### config.mk
export PLATFORM = sky130hd
export DESIGN_NAME = ifsr_top
export DESIGN_NICKNAME = d
export VERILOG_FILES = /design/src/core/ifsr_pkg.sv /design/src/core/ifsr_top.sv
export SDC_FILE = /design/constraint.sdc
export NUM_CORES = 1
export LEC_CHECK = 0
export BUFFER_PORTS_ARGS = -buffer_cell sky130_fd_sc_hd__buf_2
export CORE_ASPECT_RATIO = 2
export CORE_MARGIN = 2
export CORE_UTILIZATION = 47
export DETAILED_ROUTE_END_ITERATION = 7
export PLACE_DENSITY_LB_ADDON = 0.1
export SLEW_MARGIN = 20
export SYNTH_ARGS = -nofsm -noshare
export SYNTH_HDL_FRONTEND = slang
export SYNTH_SLANG_ARGS = --single-unit
### constraint.sdc
create_clock -name clk -period 1.9 [get_ports clk]
set_clock_uncertainty 0.2 [all_clocks]
set_input_delay 0.095 -clock clk [delete_from_list [all_inputs] [get_ports clk]]
set_output_delay 0.095 -clock clk [all_outputs]
set_load 0.02 [all_outputs]
### src/core/ifsr_pkg.sv
// Function
// RULE1: received flow field: 00 none, 01 pause seen, 10 resume seen, 11 both.
// RULE2: reading the flow status register clears its upper four bits.
// RULE3: received flow field holds its value until software reads status.
// RULE4: received flow field updates on pattern regardless of mode or mask bits.
// RULE5: auto-sent field shows last auto-sent flow char; 00 when mode off. Code ORs each sent char in until a status read, so both give 11.
// RULE6: clearing auto-receiver flow enable forces the auto-sent field to 00.
// RULE7: host must send resume itself if leaving auto mode after pause sent.
// RULE8: transmitter flow field: 00 normal, 01 halt pending, 10 restarted, 11 halted.
// RULE9: pending halt waits for current character to finish, then shows 11.
// RULE10: after restarted shown, a status read returns the field to 00.
// RULE11: transmitter flow field reads 11 while stopped by received pause.
// RULE12: transmit type field reads 00 when no automatic flow control enabled.
// RULE13: type 01 while waiting for queue data, one bit time unless empty.
// RULE14: type 10 pause pending, 11 resume pending, at most one character time.
// RULE15: recognition enable register has paired disable/enable bits; zero does nothing.
// RULE16: enable and disable written together means disable.
// RULE17: recognition enables start no automatic flow or wake-up actions.
// RULE18: each recognition event is reported in the interrupt status register.
// RULE19: watchdog enable is one state shared with mode register zero bit 7.
// RULE20: resume compare char resets to 11 hex and is used for resume detection.
// RULE21: pause compare char resets to 13 hex and is used for pause detection.
// RULE22: detection is full eight-bit compare, once per received character.
package ifsr_pkg;
  localparam logic [11:0] ADDR_FLOW_STATUS = 12'h000;
  localparam logic [11:0] ADDR_RECOG_ENABLE = 12'h004;
  localparam logic [11:0] ADDR_MODE_ZERO = 12'h008;
  localparam logic [11:0] ADDR_MODE_THREE = 12'h00C;
  localparam logic [11:0] ADDR_RESUME_CHAR = 12'h010;
  localparam logic [11:0] ADDR_PAUSE_CHAR = 12'h014;
  localparam logic [11:0] ADDR_INT_STATUS = 12'h018;
  localparam logic [7:0] RESUME_CHAR_RESET = 8'h11;
  localparam logic [7:0] PAUSE_CHAR_RESET = 8'h13;
  localparam logic [7:0] MODE_RESET = 8'h00;
  localparam int WD_DIS_BIT = 7;
  localparam int WD_EN_BIT = 6;
  localparam int AR_DIS_BIT = 5;
  localparam int AR_EN_BIT = 4;
  localparam int XON_DIS_BIT = 3;
  localparam int XON_EN_BIT = 2;
  localparam int XOFF_DIS_BIT = 1;
  localparam int XOFF_EN_BIT = 0;
  localparam int MR0_WD_BIT = 7;
  localparam int MR0_AUTORX_BIT = 3;
  localparam logic [1:0] RX_NONE = 2'h0;
  localparam logic [1:0] RX_PAUSE = 2'h1;
  localparam logic [1:0] RX_RESUME = 2'h2;
  localparam logic [1:0] AUTO_RESUME = 2'h1;
  localparam logic [1:0] AUTO_PAUSE = 2'h2;
  localparam logic [1:0] TXF_NORMAL = 2'h0;
  localparam logic [1:0] TXF_PENDING = 2'h1;
  localparam logic [1:0] TXF_RESTART = 2'h2;
  localparam logic [1:0] TXF_HALTED = 2'h3;
  localparam logic [1:0] TXT_DATA = 2'h0;
  localparam logic [1:0] TXT_IDLE = 2'h1;
  localparam logic [1:0] TXT_PAUSE = 2'h2;
  localparam logic [1:0] TXT_RESUME = 2'h3;
  localparam int IS_RESUME_BIT = 0;
  localparam int IS_PAUSE_BIT = 1;
  localparam int IS_ADDR_BIT = 2;

  typedef enum logic [3:0] {
    TXF_ST_NORMAL = 4'h1,
    TXF_ST_PENDING = 4'h2,
    TXF_ST_HALTED = 4'h4,
    TXF_ST_RESTART = 4'h8
  } ifsr_txflow_type;

  typedef struct packed {
    logic valid;
    logic [7:0] data;
  } ifsr_rxchar_type;

  typedef struct packed {
    logic charDone;
    logic sentResume;
    logic sentPause;
    logic bitTick;
    logic queueEmpty;
    logic pauseCmd;
    logic resumeCmd;
  } ifsr_txev_type;

  typedef struct packed {
    logic [7:0] rxFlow;
    logic [7:0] recog;
    logic [7:0] modeZero;
    logic [7:0] modeThree;
    logic [7:0] resumeChar;
    logic [7:0] pauseChar;
    logic [7:0] intStatus;
    ifsr_txflow_type txFlow;
    logic [1:0] txType;
    logic [31:0] prdata;
    logic pready;
    logic txHalt;
  } ifsr_state_type;
endpackage

### src/core/ifsr_top.sv
`timescale 1ns/1ps
module ifsr_top
  import ifsr_pkg::*;
(
  // system
  input wire logic clk,
  input wire logic nrst,
  // apb
  input wire logic psel,
  input wire logic penable,
  input wire logic pwrite,
  input wire logic [11:0] paddr,
  input wire logic [31:0] pwdata,
  output logic [31:0] prdata,
  output logic pready,
  output logic pslverr,
  // channel events, same clock
  input ifsr_rxchar_type rxChar,
  input ifsr_txev_type txEv,
  // controls to channel
  output logic txHalt,
  output logic watchdogEn,
  output logic addrMatchEn,
  output logic autoRxFlowEn
);
  ifsr_state_type s_q, s_d;
  logic acc, rdStatus;
  logic resumeHit, pauseHit;
  logic [7:0] wb;
  logic [7:0] flowStatus;
  logic txQuiet;
  assign txQuiet = !(txEv.pauseCmd || txEv.resumeCmd || txEv.sentPause || txEv.sentResume);

  assign acc = psel && penable && !s_q.pready;
  assign wb = pwdata[7:0];
  assign rdStatus = acc && !pwrite && paddr == ADDR_FLOW_STATUS;
  // only the recognition enables gate detection; auto modes do not [RULE4]
  assign resumeHit = rxChar.valid && s_q.recog[XON_EN_BIT] && rxChar.data == s_q.resumeChar; // [RULE20] [RULE22]
  assign pauseHit = rxChar.valid && s_q.recog[XOFF_EN_BIT] && rxChar.data == s_q.pauseChar; // [RULE21] [RULE22]

  always_comb begin
    flowStatus[7:6] = s_q.rxFlow[1:0];
    flowStatus[5:4] = s_q.modeZero[MR0_AUTORX_BIT] ? s_q.rxFlow[3:2] : 2'h0; // [RULE5]
    case (s_q.txFlow) // [RULE8]
      TXF_ST_NORMAL: flowStatus[3:2] = TXF_NORMAL;
      TXF_ST_PENDING: flowStatus[3:2] = TXF_PENDING;
      TXF_ST_HALTED: flowStatus[3:2] = TXF_HALTED; // [RULE11]
      TXF_ST_RESTART: flowStatus[3:2] = TXF_RESTART;
      default: flowStatus[3:2] = TXF_NORMAL;
    endcase
    flowStatus[1:0] = (s_q.modeThree[3:2] == 2'h0) ? TXT_DATA : s_q.txType; // [RULE12]
  end

  always_comb begin
    s_d = s_q;
    s_d.pready = acc;
    s_d.prdata = 32'h0;
    // register writes
    if (acc && pwrite) begin
      case (paddr)
        ADDR_RECOG_ENABLE: begin
          // disable wins when both set; zero bits do nothing [RULE15] [RULE16]
          if (wb[WD_EN_BIT]) s_d.modeZero[MR0_WD_BIT] = 1'b1;
          if (wb[WD_DIS_BIT]) s_d.modeZero[MR0_WD_BIT] = 1'b0; // [RULE19]
          if (wb[AR_EN_BIT]) s_d.recog[AR_EN_BIT] = 1'b1;
          if (wb[AR_DIS_BIT]) s_d.recog[AR_EN_BIT] = 1'b0;
          if (wb[XON_EN_BIT]) s_d.recog[XON_EN_BIT] = 1'b1;
          if (wb[XON_DIS_BIT]) s_d.recog[XON_EN_BIT] = 1'b0;
          if (wb[XOFF_EN_BIT]) s_d.recog[XOFF_EN_BIT] = 1'b1;
          if (wb[XOFF_DIS_BIT]) s_d.recog[XOFF_EN_BIT] = 1'b0;
          // only mode zero bit 7 (watchdog) is touched, so no auto flow or wake-up starts [RULE17]
        end
        ADDR_MODE_ZERO: s_d.modeZero = wb; // [RULE19]
        ADDR_MODE_THREE: s_d.modeThree = wb;
        ADDR_RESUME_CHAR: s_d.resumeChar = wb;
        ADDR_PAUSE_CHAR: s_d.pauseChar = wb;
        ADDR_INT_STATUS: s_d.intStatus = s_q.intStatus & ~wb;
        default: ;
      endcase
    end
    // register reads
    if (acc && !pwrite) begin
      case (paddr)
        ADDR_FLOW_STATUS: s_d.prdata = {24'h0, flowStatus};
        ADDR_MODE_ZERO: s_d.prdata = {24'h0, s_q.modeZero};
        ADDR_MODE_THREE: s_d.prdata = {24'h0, s_q.modeThree};
        ADDR_RESUME_CHAR: s_d.prdata = {24'h0, s_q.resumeChar};
        ADDR_PAUSE_CHAR: s_d.prdata = {24'h0, s_q.pauseChar};
        ADDR_INT_STATUS: s_d.prdata = {24'h0, s_q.intStatus};
        default: s_d.prdata = 32'h0;
      endcase
    end
    // a status read clears upper bits; new events in same cycle still land [RULE2] [RULE3]
    if (rdStatus) s_d.rxFlow[3:0] = 4'h0;
    if (resumeHit) s_d.rxFlow[1:0] = s_d.rxFlow[1:0] | RX_RESUME; // [RULE1] [RULE4]
    if (pauseHit) s_d.rxFlow[1:0] = s_d.rxFlow[1:0] | RX_PAUSE; // [RULE1]
    if (s_q.modeZero[MR0_AUTORX_BIT]) begin
      if (txEv.sentResume) s_d.rxFlow[3:2] = s_d.rxFlow[3:2] | AUTO_RESUME; // [RULE5]
      if (txEv.sentPause) s_d.rxFlow[3:2] = s_d.rxFlow[3:2] | AUTO_PAUSE;
    end
    if (!s_d.modeZero[MR0_AUTORX_BIT]) s_d.rxFlow[3:2] = 2'h0; // [RULE6]
    // recognition events are sticky, set wins over clear [RULE18]
    if (resumeHit) s_d.intStatus[IS_RESUME_BIT] = 1'b1;
    if (pauseHit) s_d.intStatus[IS_PAUSE_BIT] = 1'b1;
    if (rxChar.valid && s_q.recog[AR_EN_BIT] && rxChar.data == 8'h00) s_d.intStatus[IS_ADDR_BIT] = 1'b1;
    // transmitter flow, driven only when auto transmit flow (mode three bit 7) on
    case (s_q.txFlow)
      TXF_ST_NORMAL: if (pauseHit && s_q.modeThree[7]) s_d.txFlow = TXF_ST_PENDING;
      TXF_ST_PENDING: begin
        if (resumeHit) s_d.txFlow = TXF_ST_NORMAL;
        else if (txEv.charDone) s_d.txFlow = TXF_ST_HALTED; // [RULE9]
      end
      TXF_ST_HALTED: if (resumeHit) s_d.txFlow = TXF_ST_RESTART;
      TXF_ST_RESTART: begin
        if (pauseHit && s_q.modeThree[7]) s_d.txFlow = TXF_ST_PENDING;
        else if (rdStatus) s_d.txFlow = TXF_ST_NORMAL; // [RULE10]
      end
      default: s_d.txFlow = TXF_ST_NORMAL;
    endcase
    if (!s_q.modeThree[7]) s_d.txFlow = TXF_ST_NORMAL;
    s_d.txHalt = (s_d.txFlow == TXF_ST_HALTED); // [RULE11]
    // transmit character type [RULE13] [RULE14]
    if (txEv.pauseCmd) s_d.txType = TXT_PAUSE;
    else if (txEv.resumeCmd) s_d.txType = TXT_RESUME;
    else if (txEv.sentPause || txEv.sentResume) s_d.txType = TXT_IDLE;
    else if (s_q.txType == TXT_IDLE && txEv.bitTick && !txEv.queueEmpty) s_d.txType = TXT_DATA;
    else if ((s_q.txType == TXT_PAUSE || s_q.txType == TXT_RESUME) && txEv.charDone) s_d.txType = TXT_IDLE;
  end

  always_ff @(posedge clk or negedge nrst) begin
    if (!nrst) begin
      s_q <= '{rxFlow: 8'h00, recog: 8'h00, modeZero: MODE_RESET, modeThree: MODE_RESET,
               resumeChar: RESUME_CHAR_RESET, pauseChar: PAUSE_CHAR_RESET, intStatus: 8'h00,
               txFlow: TXF_ST_NORMAL, txType: TXT_DATA, prdata: 32'h0, pready: 1'b0, txHalt: 1'b0};
    end else begin
      s_q <= s_d;
    end
  end

  always_ff @(posedge clk or negedge nrst) begin
    if (!nrst) begin
      watchdogEn <= 1'b0;
      addrMatchEn <= 1'b0;
      autoRxFlowEn <= 1'b0;
      pslverr <= 1'b0;
    end else begin
      watchdogEn <= s_d.modeZero[MR0_WD_BIT];
      addrMatchEn <= s_d.recog[AR_EN_BIT];
      autoRxFlowEn <= s_d.modeZero[MR0_AUTORX_BIT];
      pslverr <= 1'b0;
    end
  end

  assign prdata = s_q.prdata;
  assign pready = s_q.pready;
  assign txHalt = s_q.txHalt;

  resume_reset_a: assert property (@(posedge clk) disable iff (!nrst)
    $rose(nrst) |-> s_q.resumeChar == 8'h11) else $error("resume char reset wrong"); // [RULE20]
  both_wins_a: assert property (@(posedge clk) disable iff (!nrst)
    (acc && pwrite && paddr == ADDR_RECOG_ENABLE && wb[XON_EN_BIT] && wb[XON_DIS_BIT])
    |=> !s_q.recog[XON_EN_BIT]) else $error("disable did not win"); // [RULE16]
  read_clear_a: assert property (@(posedge clk) disable iff (!nrst)
    (rdStatus && !resumeHit && !pauseHit) |=> s_q.rxFlow[1:0] == 2'h0) else $error("read did not clear"); // [RULE2]
  rx_hold_a: assert property (@(posedge clk) disable iff (!nrst)
    (!rdStatus && !resumeHit && !pauseHit) |=> s_q.rxFlow[1:0] == $past(s_q.rxFlow[1:0]))
    else $error("rx field changed"); // [RULE3]
  pause_seen_a: assert property (@(posedge clk) disable iff (!nrst)
    pauseHit |=> s_q.rxFlow[0]) else $error("pause not recorded"); // [RULE1]
  auto_off_a: assert property (@(posedge clk) disable iff (!nrst)
    !s_q.modeZero[MR0_AUTORX_BIT] |-> flowStatus[5:4] == 2'h0) else $error("auto field not zero"); // [RULE6]
  halt_after_a: assert property (@(posedge clk) disable iff (!nrst)
    (s_q.txFlow == TXF_ST_PENDING && txEv.charDone && !resumeHit && s_q.modeThree[7])
    |=> s_q.txFlow == TXF_ST_HALTED && txHalt) else $error("halt not taken"); // [RULE9]
  type_off_a: assert property (@(posedge clk) disable iff (!nrst)
    s_q.modeThree[3:2] == 2'h0 |-> flowStatus[1:0] == 2'h0) else $error("type not zero"); // [RULE12]
  restart_clear_a: assert property (@(posedge clk) disable iff (!nrst)
    (s_q.txFlow == TXF_ST_RESTART && rdStatus && !pauseHit && s_q.modeThree[7])
    |=> s_q.txFlow == TXF_ST_NORMAL) else $error("restart not cleared"); // [RULE10]

  pause_reset_a: assert property ( // [RULE21]
    @(posedge clk) disable iff (!nrst)
    $rose(nrst)
    |-> s_q.pauseChar == 8'h13)
    else $error("pause char reset wrong");

  resume_seen_a: assert property ( // [RULE1]
    @(posedge clk) disable iff (!nrst)
    resumeHit
    |=> s_q.rxFlow[1])
    else $error("resume not recorded");

  pause_int_a: assert property ( // [RULE18]
    @(posedge clk) disable iff (!nrst)
    pauseHit
    |=> s_q.intStatus[IS_PAUSE_BIT])
    else $error("pause event not reported");

  resume_int_a: assert property ( // [RULE18]
    @(posedge clk) disable iff (!nrst)
    resumeHit
    |=> s_q.intStatus[IS_RESUME_BIT])
    else $error("resume event not reported");

  addr_int_a: assert property ( // [RULE18]
    @(posedge clk) disable iff (!nrst)
    rxChar.valid && s_q.recog[AR_EN_BIT] && rxChar.data == 8'h00
    |=> s_q.intStatus[IS_ADDR_BIT])
    else $error("address event not reported");

  auto_zero_a: assert property ( // [RULE6]
    @(posedge clk) disable iff (!nrst)
    !s_q.modeZero[MR0_AUTORX_BIT]
    |-> s_q.rxFlow[3:2] == 2'h0)
    else $error("auto field kept while off");

  auto_pause_a: assert property ( // [RULE5]
    @(posedge clk) disable iff (!nrst)
    s_q.modeZero[MR0_AUTORX_BIT] && txEv.sentPause && !(acc && pwrite && paddr == ADDR_MODE_ZERO)
    |=> s_q.rxFlow[3])
    else $error("auto pause not shown");

  auto_resume_a: assert property ( // [RULE5]
    @(posedge clk) disable iff (!nrst)
    s_q.modeZero[MR0_AUTORX_BIT] && txEv.sentResume && !(acc && pwrite && paddr == ADDR_MODE_ZERO)
    |=> s_q.rxFlow[2])
    else $error("auto resume not shown");

  auto_read_a: assert property ( // [RULE2]
    @(posedge clk) disable iff (!nrst)
    rdStatus && !txEv.sentPause && !txEv.sentResume
    |=> s_q.rxFlow[3:2] == 2'h0)
    else $error("auto field not cleared by read");

  resume_match_a: assert property ( // [RULE22]
    @(posedge clk) disable iff (!nrst)
    rxChar.data != s_q.resumeChar && !rdStatus
    |=> s_q.rxFlow[1] == $past(s_q.rxFlow[1]))
    else $error("resume seen without match");

  pause_match_a: assert property ( // [RULE22]
    @(posedge clk) disable iff (!nrst)
    rxChar.data != s_q.pauseChar && !rdStatus
    |=> s_q.rxFlow[0] == $past(s_q.rxFlow[0]))
    else $error("pause seen without match");

  halt_level_a: assert property ( // [RULE11]
    @(posedge clk) disable iff (!nrst)
    s_q.txFlow == TXF_ST_HALTED
    |-> txHalt)
    else $error("halted without halt output");

  halt_clear_a: assert property ( // [RULE11]
    @(posedge clk) disable iff (!nrst)
    s_q.txFlow != TXF_ST_HALTED
    |-> !txHalt)
    else $error("halt output while not halted");

  halt_hold_a: assert property ( // [RULE11]
    @(posedge clk) disable iff (!nrst)
    s_q.txFlow == TXF_ST_HALTED && !resumeHit && s_q.modeThree[7]
    |=> s_q.txFlow == TXF_ST_HALTED)
    else $error("halt left without resume");

  pend_entry_a: assert property ( // [RULE8]
    @(posedge clk) disable iff (!nrst)
    s_q.txFlow == TXF_ST_NORMAL && pauseHit && s_q.modeThree[7]
    |=> s_q.txFlow == TXF_ST_PENDING)
    else $error("halt not pending");

  pend_cancel_a: assert property ( // [RULE8]
    @(posedge clk) disable iff (!nrst)
    s_q.txFlow == TXF_ST_PENDING && resumeHit && s_q.modeThree[7]
    |=> s_q.txFlow == TXF_ST_NORMAL)
    else $error("pending halt not cancelled");

  restart_entry_a: assert property ( // [RULE8]
    @(posedge clk) disable iff (!nrst)
    s_q.txFlow == TXF_ST_HALTED && resumeHit && s_q.modeThree[7]
    |=> s_q.txFlow == TXF_ST_RESTART)
    else $error("restart not shown");

  restart_hold_a: assert property ( // [RULE10]
    @(posedge clk) disable iff (!nrst)
    s_q.txFlow == TXF_ST_RESTART && !rdStatus && !pauseHit && s_q.modeThree[7]
    |=> s_q.txFlow == TXF_ST_RESTART)
    else $error("restart lost without read");

  flow_off_a: assert property ( // [RULE8]
    @(posedge clk) disable iff (!nrst)
    !s_q.modeThree[7]
    |=> s_q.txFlow == TXF_ST_NORMAL)
    else $error("flow state active while off");

  type_pause_a: assert property ( // [RULE14]
    @(posedge clk) disable iff (!nrst)
    txEv.pauseCmd
    |=> s_q.txType == TXT_PAUSE)
    else $error("pause pending not shown");

  type_resume_a: assert property ( // [RULE14]
    @(posedge clk) disable iff (!nrst)
    txEv.resumeCmd && !txEv.pauseCmd
    |=> s_q.txType == TXT_RESUME)
    else $error("resume pending not shown");

  type_idle_a: assert property ( // [RULE13]
    @(posedge clk) disable iff (!nrst)
    (txEv.sentPause || txEv.sentResume) && !txEv.pauseCmd && !txEv.resumeCmd
    |=> s_q.txType == TXT_IDLE)
    else $error("idle wait not shown");

  type_leave_a: assert property ( // [RULE14]
    @(posedge clk) disable iff (!nrst)
    s_q.txType[1] && txEv.charDone && txQuiet
    |=> s_q.txType == TXT_IDLE)
    else $error("pending code outlived character");

  idle_end_a: assert property ( // [RULE13]
    @(posedge clk) disable iff (!nrst)
    s_q.txType == TXT_IDLE && txEv.bitTick && !txEv.queueEmpty && txQuiet
    |=> s_q.txType == TXT_DATA)
    else $error("idle wait outlived bit time");

  wd_enable_a: assert property ( // [RULE19]
    @(posedge clk) disable iff (!nrst)
    acc && pwrite && paddr == ADDR_RECOG_ENABLE && wb[WD_EN_BIT] && !wb[WD_DIS_BIT]
    |=> watchdogEn)
    else $error("watchdog not enabled");

  wd_disable_a: assert property ( // [RULE16]
    @(posedge clk) disable iff (!nrst)
    acc && pwrite && paddr == ADDR_RECOG_ENABLE && wb[WD_DIS_BIT]
    |=> !watchdogEn)
    else $error("watchdog not disabled");

  zero_write_a: assert property ( // [RULE15]
    @(posedge clk) disable iff (!nrst)
    acc && pwrite && paddr == ADDR_RECOG_ENABLE && wb == 8'h00
    |=> s_q.recog == $past(s_q.recog) && s_q.modeZero == $past(s_q.modeZero))
    else $error("zero write changed enables");

  recog_mode_a: assert property ( // [RULE17]
    @(posedge clk) disable iff (!nrst)
    acc && pwrite && paddr == ADDR_RECOG_ENABLE
    |=> s_q.modeThree == $past(s_q.modeThree) && autoRxFlowEn == $past(autoRxFlowEn))
    else $error("enable write started flow");

  answer_a: assert property (
    @(posedge clk) disable iff (!nrst)
    acc
    |=> pready)
    else $error("access not answered");
endmodule

==> metrics.yaml <==
die_y_microns: 126
max_freq_mhz: 505
timing.setup.tns_ns: -0.799
numClockSinks: 63
critPathKind: "reg -> reg"
vias_in_the_first_global_route: 2920
core_sq_um: 7270
cts_htree_levels: 3
number_of_antenna_violations_at_the_first_check_in_global_routing: 0
worstHoldEndpoint: "prdata[6]$_DFF_PN0_"
dr.first_iter.drc_count: 88
post_drt_via_cell_ratio: 5.17
globalRoute.totalOverflow: 0
synthesis.area_per_instance_sq_um: 10.0
netlist_area_sq_um: 3510
die_area_sq_um: 8230
p_per_area_nw_per_um2: 682
grt_most_used_layer: "met2"
hpwl_microns: 6570
synth_edf_count: 0
drt-pass1-iter-count: 4
synth.area.mux_share_pct: 10.6
min_period_over_period_pct: 104
insertion_delay_ns: 0.33
synth-async-reset-ratio_pct: 100
reg2reg_slack_ns: -0.08
io_buf_count: 53
globalRouteMet2Util_pct: 42.8
drcViolationCount: 0
startpoint_type: "register"
postSynth.topFlopCell: "sky130_fd_sc_hd__dfrtp_1"
cts.root.buffer_cell: "sky130_fd_sc_hd__clkbuf_16"
grt_setup_unrepaired: "yes"
clk_transition_reported_paths_ns: 0.05
wl_per_cell_microns: 16.0
grt_pass1_wl_microns: 14300
ir_drop_mv: 0.564
synthesis.yosys.warnings: 0
antenna_left: 0
reg2reg_to: "s_q[61]$_DFFE_PN0P_"
drt_wl_total_microns: 8780
initial_core_util_pct: 48.4
post_route_cells_drive_above_1_share_pct: 32.4
worst_setup_path_end_kind: "register"
n_fill_cell: 627
detailroute.via_count: 2839
detailedPlace.worstSlack_ns: -0.216
groute.layer.met3.usage_pct: 4.26
area_growth_syn_to_layout_pct: 30.7
hold_start: "pwrite"
synth_compound_area_share_pct: 11.8
number_of_maximum_capacitance_constraint_violations: 0
max-clock-path-buffers: 2
total_leakage_power_nw: 2.24
finalWorstPathRequiredPeriod_ns: 1.98
place_congestion: 0.839
grt_max_degree: 64
cts_inserted_buffers: 9
floorplan.die.width_microns: 65.1
run_status: "complete, but fails checks"
synthesis.instances: 350
diodes: 0
worst_r2r_path_depth: 7
worstPathRequired_ns: 1.91
final-max-slew-violation-count: 0
grt_usage_pct: 23.0
layout_setup_ws_ns: -0.0803
hold_path_class: "in -> reg"
area_share_of_fa_ha_maj_cells_after_synthesis_pct: 0
synth.yosys.seq_area_share_pct: 45.1
io-pin-count: 103
timing.final.hold_violations: 0
number_of_instances_on_the_worst_hold_path: 4
parity_gate_share_of_the_synthesized_area_counting_xor_and_xnor_cells_pct: 4.49
rr_startpoint: "pready$_DFF_PN0_"
timing.critical_path.arrival_ns: 1.99
setup_violations: 16
layout.nets: 517
met1_usage_pct: 24.6
crit_path_max_fo: 8
whs_ns: 0.0281
synth.distinct_cells: 54
synthSimpleGateAreaFrac_pct: 18.0
floorplan.rows: 44
cts_tree: "built"
dominant_combinational_cell_family_by_area_after_synthesis: "simple AND/OR/NAND/NOR gates"
yosys_register_bits: 63
failing_checks: "negative setup slack"
startpoint: "pready$_DFF_PN0_"
cells in the final DEF (no fill, tap or decap), types with 3 or more instances in the layout:
master	n
sky130_fd_sc_hd__nand4_1	3
sky130_fd_sc_hd__mux2_4	10
sky130_fd_sc_hd__buf_2	53
sky130_fd_sc_hd__a31oi_1	3
sky130_fd_sc_hd__or3_1	5
sky130_fd_sc_hd__xor2_1	14
sky130_fd_sc_hd__mux2_2	3
sky130_fd_sc_hd__mux2i_1	13
sky130_fd_sc_hd__o21ai_0	18
sky130_fd_sc_hd__buf_12	3
sky130_fd_sc_hd__buf_6	6
sky130_fd_sc_hd__mux2_1	6
sky130_fd_sc_hd__dlygate4sd3_1	21
sky130_fd_sc_hd__inv_1	6
sky130_fd_sc_hd__clkbuf_16	9
sky130_fd_sc_hd__a21boi_0	5
sky130_fd_sc_hd__nor2_1	15
sky130_fd_sc_hd__a221oi_1	3
sky130_fd_sc_hd__buf_4	32
sky130_fd_sc_hd__nor2_4	3
sky130_fd_sc_hd__nor3_1	9
sky130_fd_sc_hd__dfrtp_1	56
sky130_fd_sc_hd__nand2_1	35
sky130_fd_sc_hd__xnor2_1	4
sky130_fd_sc_hd__a21oi_1	17
sky130_fd_sc_hd__nor4_1	4
sky130_fd_sc_hd__conb_1	25
sky130_fd_sc_hd__nand3_1	7
sky130_fd_sc_hd__o21ai_1	6
sky130_fd_sc_hd__nand4b_1	4
sky130_fd_sc_hd__nand2b_1	3
sky130_fd_sc_hd__clkbuf_1	4
sky130_fd_sc_hd__nand3_2	3
sky130_fd_sc_hd__dfstp_2	6
sky130_fd_sc_hd__nor4b_1	3
state kept, by name (all words and copies together) (netlist names):
signal	cells
txHalt	1
pready	1
flowStatus	2
prdata	8
s_q	51
Yosys cell counts (2+ instances only):
cell type | n | share of area, %
sky130_fd_sc_hd__o21ai_0 | 23 | 3.3
sky130_fd_sc_hd__buf_4 | 34 | 7.3
sky130_fd_sc_hd__buf_2 | 7 | 1.0
sky130_fd_sc_hd__nor2_1 | 18 | 1.9
sky130_fd_sc_hd__nor3_2 | 2 | 0.57
sky130_fd_sc_hd__a211oi_1 | 2 | 0.43
sky130_fd_sc_hd__mux2i_1 | 13 | 3.7
sky130_fd_sc_hd__nand4_1 | 3 | 0.53
sky130_fd_sc_hd__a31oi_1 | 3 | 0.53
sky130_fd_sc_hd__clkbuf_1 | 5 | 0.53
sky130_fd_sc_hd__a221oi_1 | 4 | 1.0
sky130_fd_sc_hd__inv_1 | 6 | 0.64
sky130_fd_sc_hd__o21a_1 | 2 | 0.43
sky130_fd_sc_hd__xor2_1 | 14 | 3.5
sky130_fd_sc_hd__o2111a_1 | 2 | 0.64
sky130_fd_sc_hd__nor2b_1 | 2 | 0.36
sky130_fd_sc_hd__a21oi_1 | 18 | 2.6
sky130_fd_sc_hd__and3_1 | 3 | 0.53
sky130_fd_sc_hd__nand4b_1 | 4 | 1.0
sky130_fd_sc_hd__nand3_1 | 9 | 1.3
sky130_fd_sc_hd__dfstp_2 | 6 | 4.5
sky130_fd_sc_hd__mux2_4 | 8 | 3.4
sky130_fd_sc_hd__mux2_2 | 3 | 0.96
sky130_fd_sc_hd__nor4_1 | 5 | 0.89
sky130_fd_sc_hd__or3_1 | 5 | 0.89
sky130_fd_sc_hd__mux2_1 | 8 | 2.6
sky130_fd_sc_hd__dfrtp_1 | 57 | 41
sky130_fd_sc_hd__nand2_1 | 37 | 4.0
sky130_fd_sc_hd__nand2b_1 | 3 | 0.53
sky130_fd_sc_hd__nor3_1 | 10 | 1.4
sky130_fd_sc_hd__xnor2_1 | 4 | 1.0
sky130_fd_sc_hd__a22o_1 | 2 | 0.50
sky130_fd_sc_hd__a21boi_0 | 5 | 1.1
sky130_fd_sc_hd__nor4b_1 | 3 | 0.75
stage by stage:
stage	power (W)	std cells	cell area, sq um	utilization (%)
6_report	0.00313	549	4590	63.2
5_1_grt	0.00324	549	4590	63.2
4_1_cts	0.00315	544	4450	61.3
3_5_place_dp	0.00165	504	3940	54.1
3_3_place_gp	0.00164	504	3940	54.1
2_1_floorplan	0.00154	374	3610	-
where the power goes:
group          switching (W)  total, W  leakage [nW]  internal (W)
logic               0.000185  0.000302          1.27      0.000117
clock network       0.000552   0.00147         0.131      0.000914
registers          0.0000106   0.00136         0.841       0.00135
critical path, stage by stage, from the launching register on:
cell	delay [ns]
sky130_fd_sc_hd__dfrtp_2	0.39
sky130_fd_sc_hd__nand4b_1	0.21
sky130_fd_sc_hd__buf_4	0.17
sky130_fd_sc_hd__nor3_4	0.19
sky130_fd_sc_hd__nand3_2	0.12
sky130_fd_sc_hd__nor2_4	0.12
sky130_fd_sc_hd__buf_12	0.14
sky130_fd_sc_hd__mux2_1	0.31
what timing repair did:
item | in CTS | in global routing
gates resized for setup | 2 | 28
buffers inserted | 3 | 5
endpoints found under the setup margin | 13 | 37
hold buffers | 21 | 0
pin swaps | 1 | 20
endpoints found under the hold margin | 115 | 0
logic make-up (layout without fill, tap and decap cells):
kind of cell / after synthesis / in the layout
compound gates: 67 / 67
simple gates: 115 / 115
flops: 63 / 63
xor+xnor: 18 / 18
mux: 32 / 32
other cells: 1 / 25
buf+inv: 54 / 137
cell type report:
| cell class | instances | area [sq um] | share of cell area (%) |
|---|---|---|---|
| timing repair buffer | 115 | 843 | 18.4 |
| clock buffer | 14 | 254 | 5.53 |
| multi-input combinational | 257 | 1760 | 38.4 |
| tap | 92 | 115 | 2.51 |
| inverter | 6 | 22.5 | 0.490 |
| sequential | 63 | 1590 | 34.5 |
| clock inverter | 2 | 10.0 | 0.218 |
layer usage:
layer	up-vias	share of wire, %	wire length (microns)
li1	1384	-	-
met1	1375	38	3330
met2	65	56	4930
met3	15	3.0	262
met4	0	2.9	253
met5	-	0	0
how the worst max path moves through the flow:
stage	depth (start not counted)	end
finish	7	s_q[61]$_DFFE_PN0P_
floorplan	5	s_q[57]$_DFFE_PN0P_
global placement	6	s_q[61]$_DFFE_PN0P_
global route	7	s_q[62]$_DFFE_PN0P_
detailed placement	6	s_q[63]$_DFFE_PN0P_
CTS	7	s_q[91]$_DFF_PN0_
No activity file was read; power rests on OpenSTA's default activity.
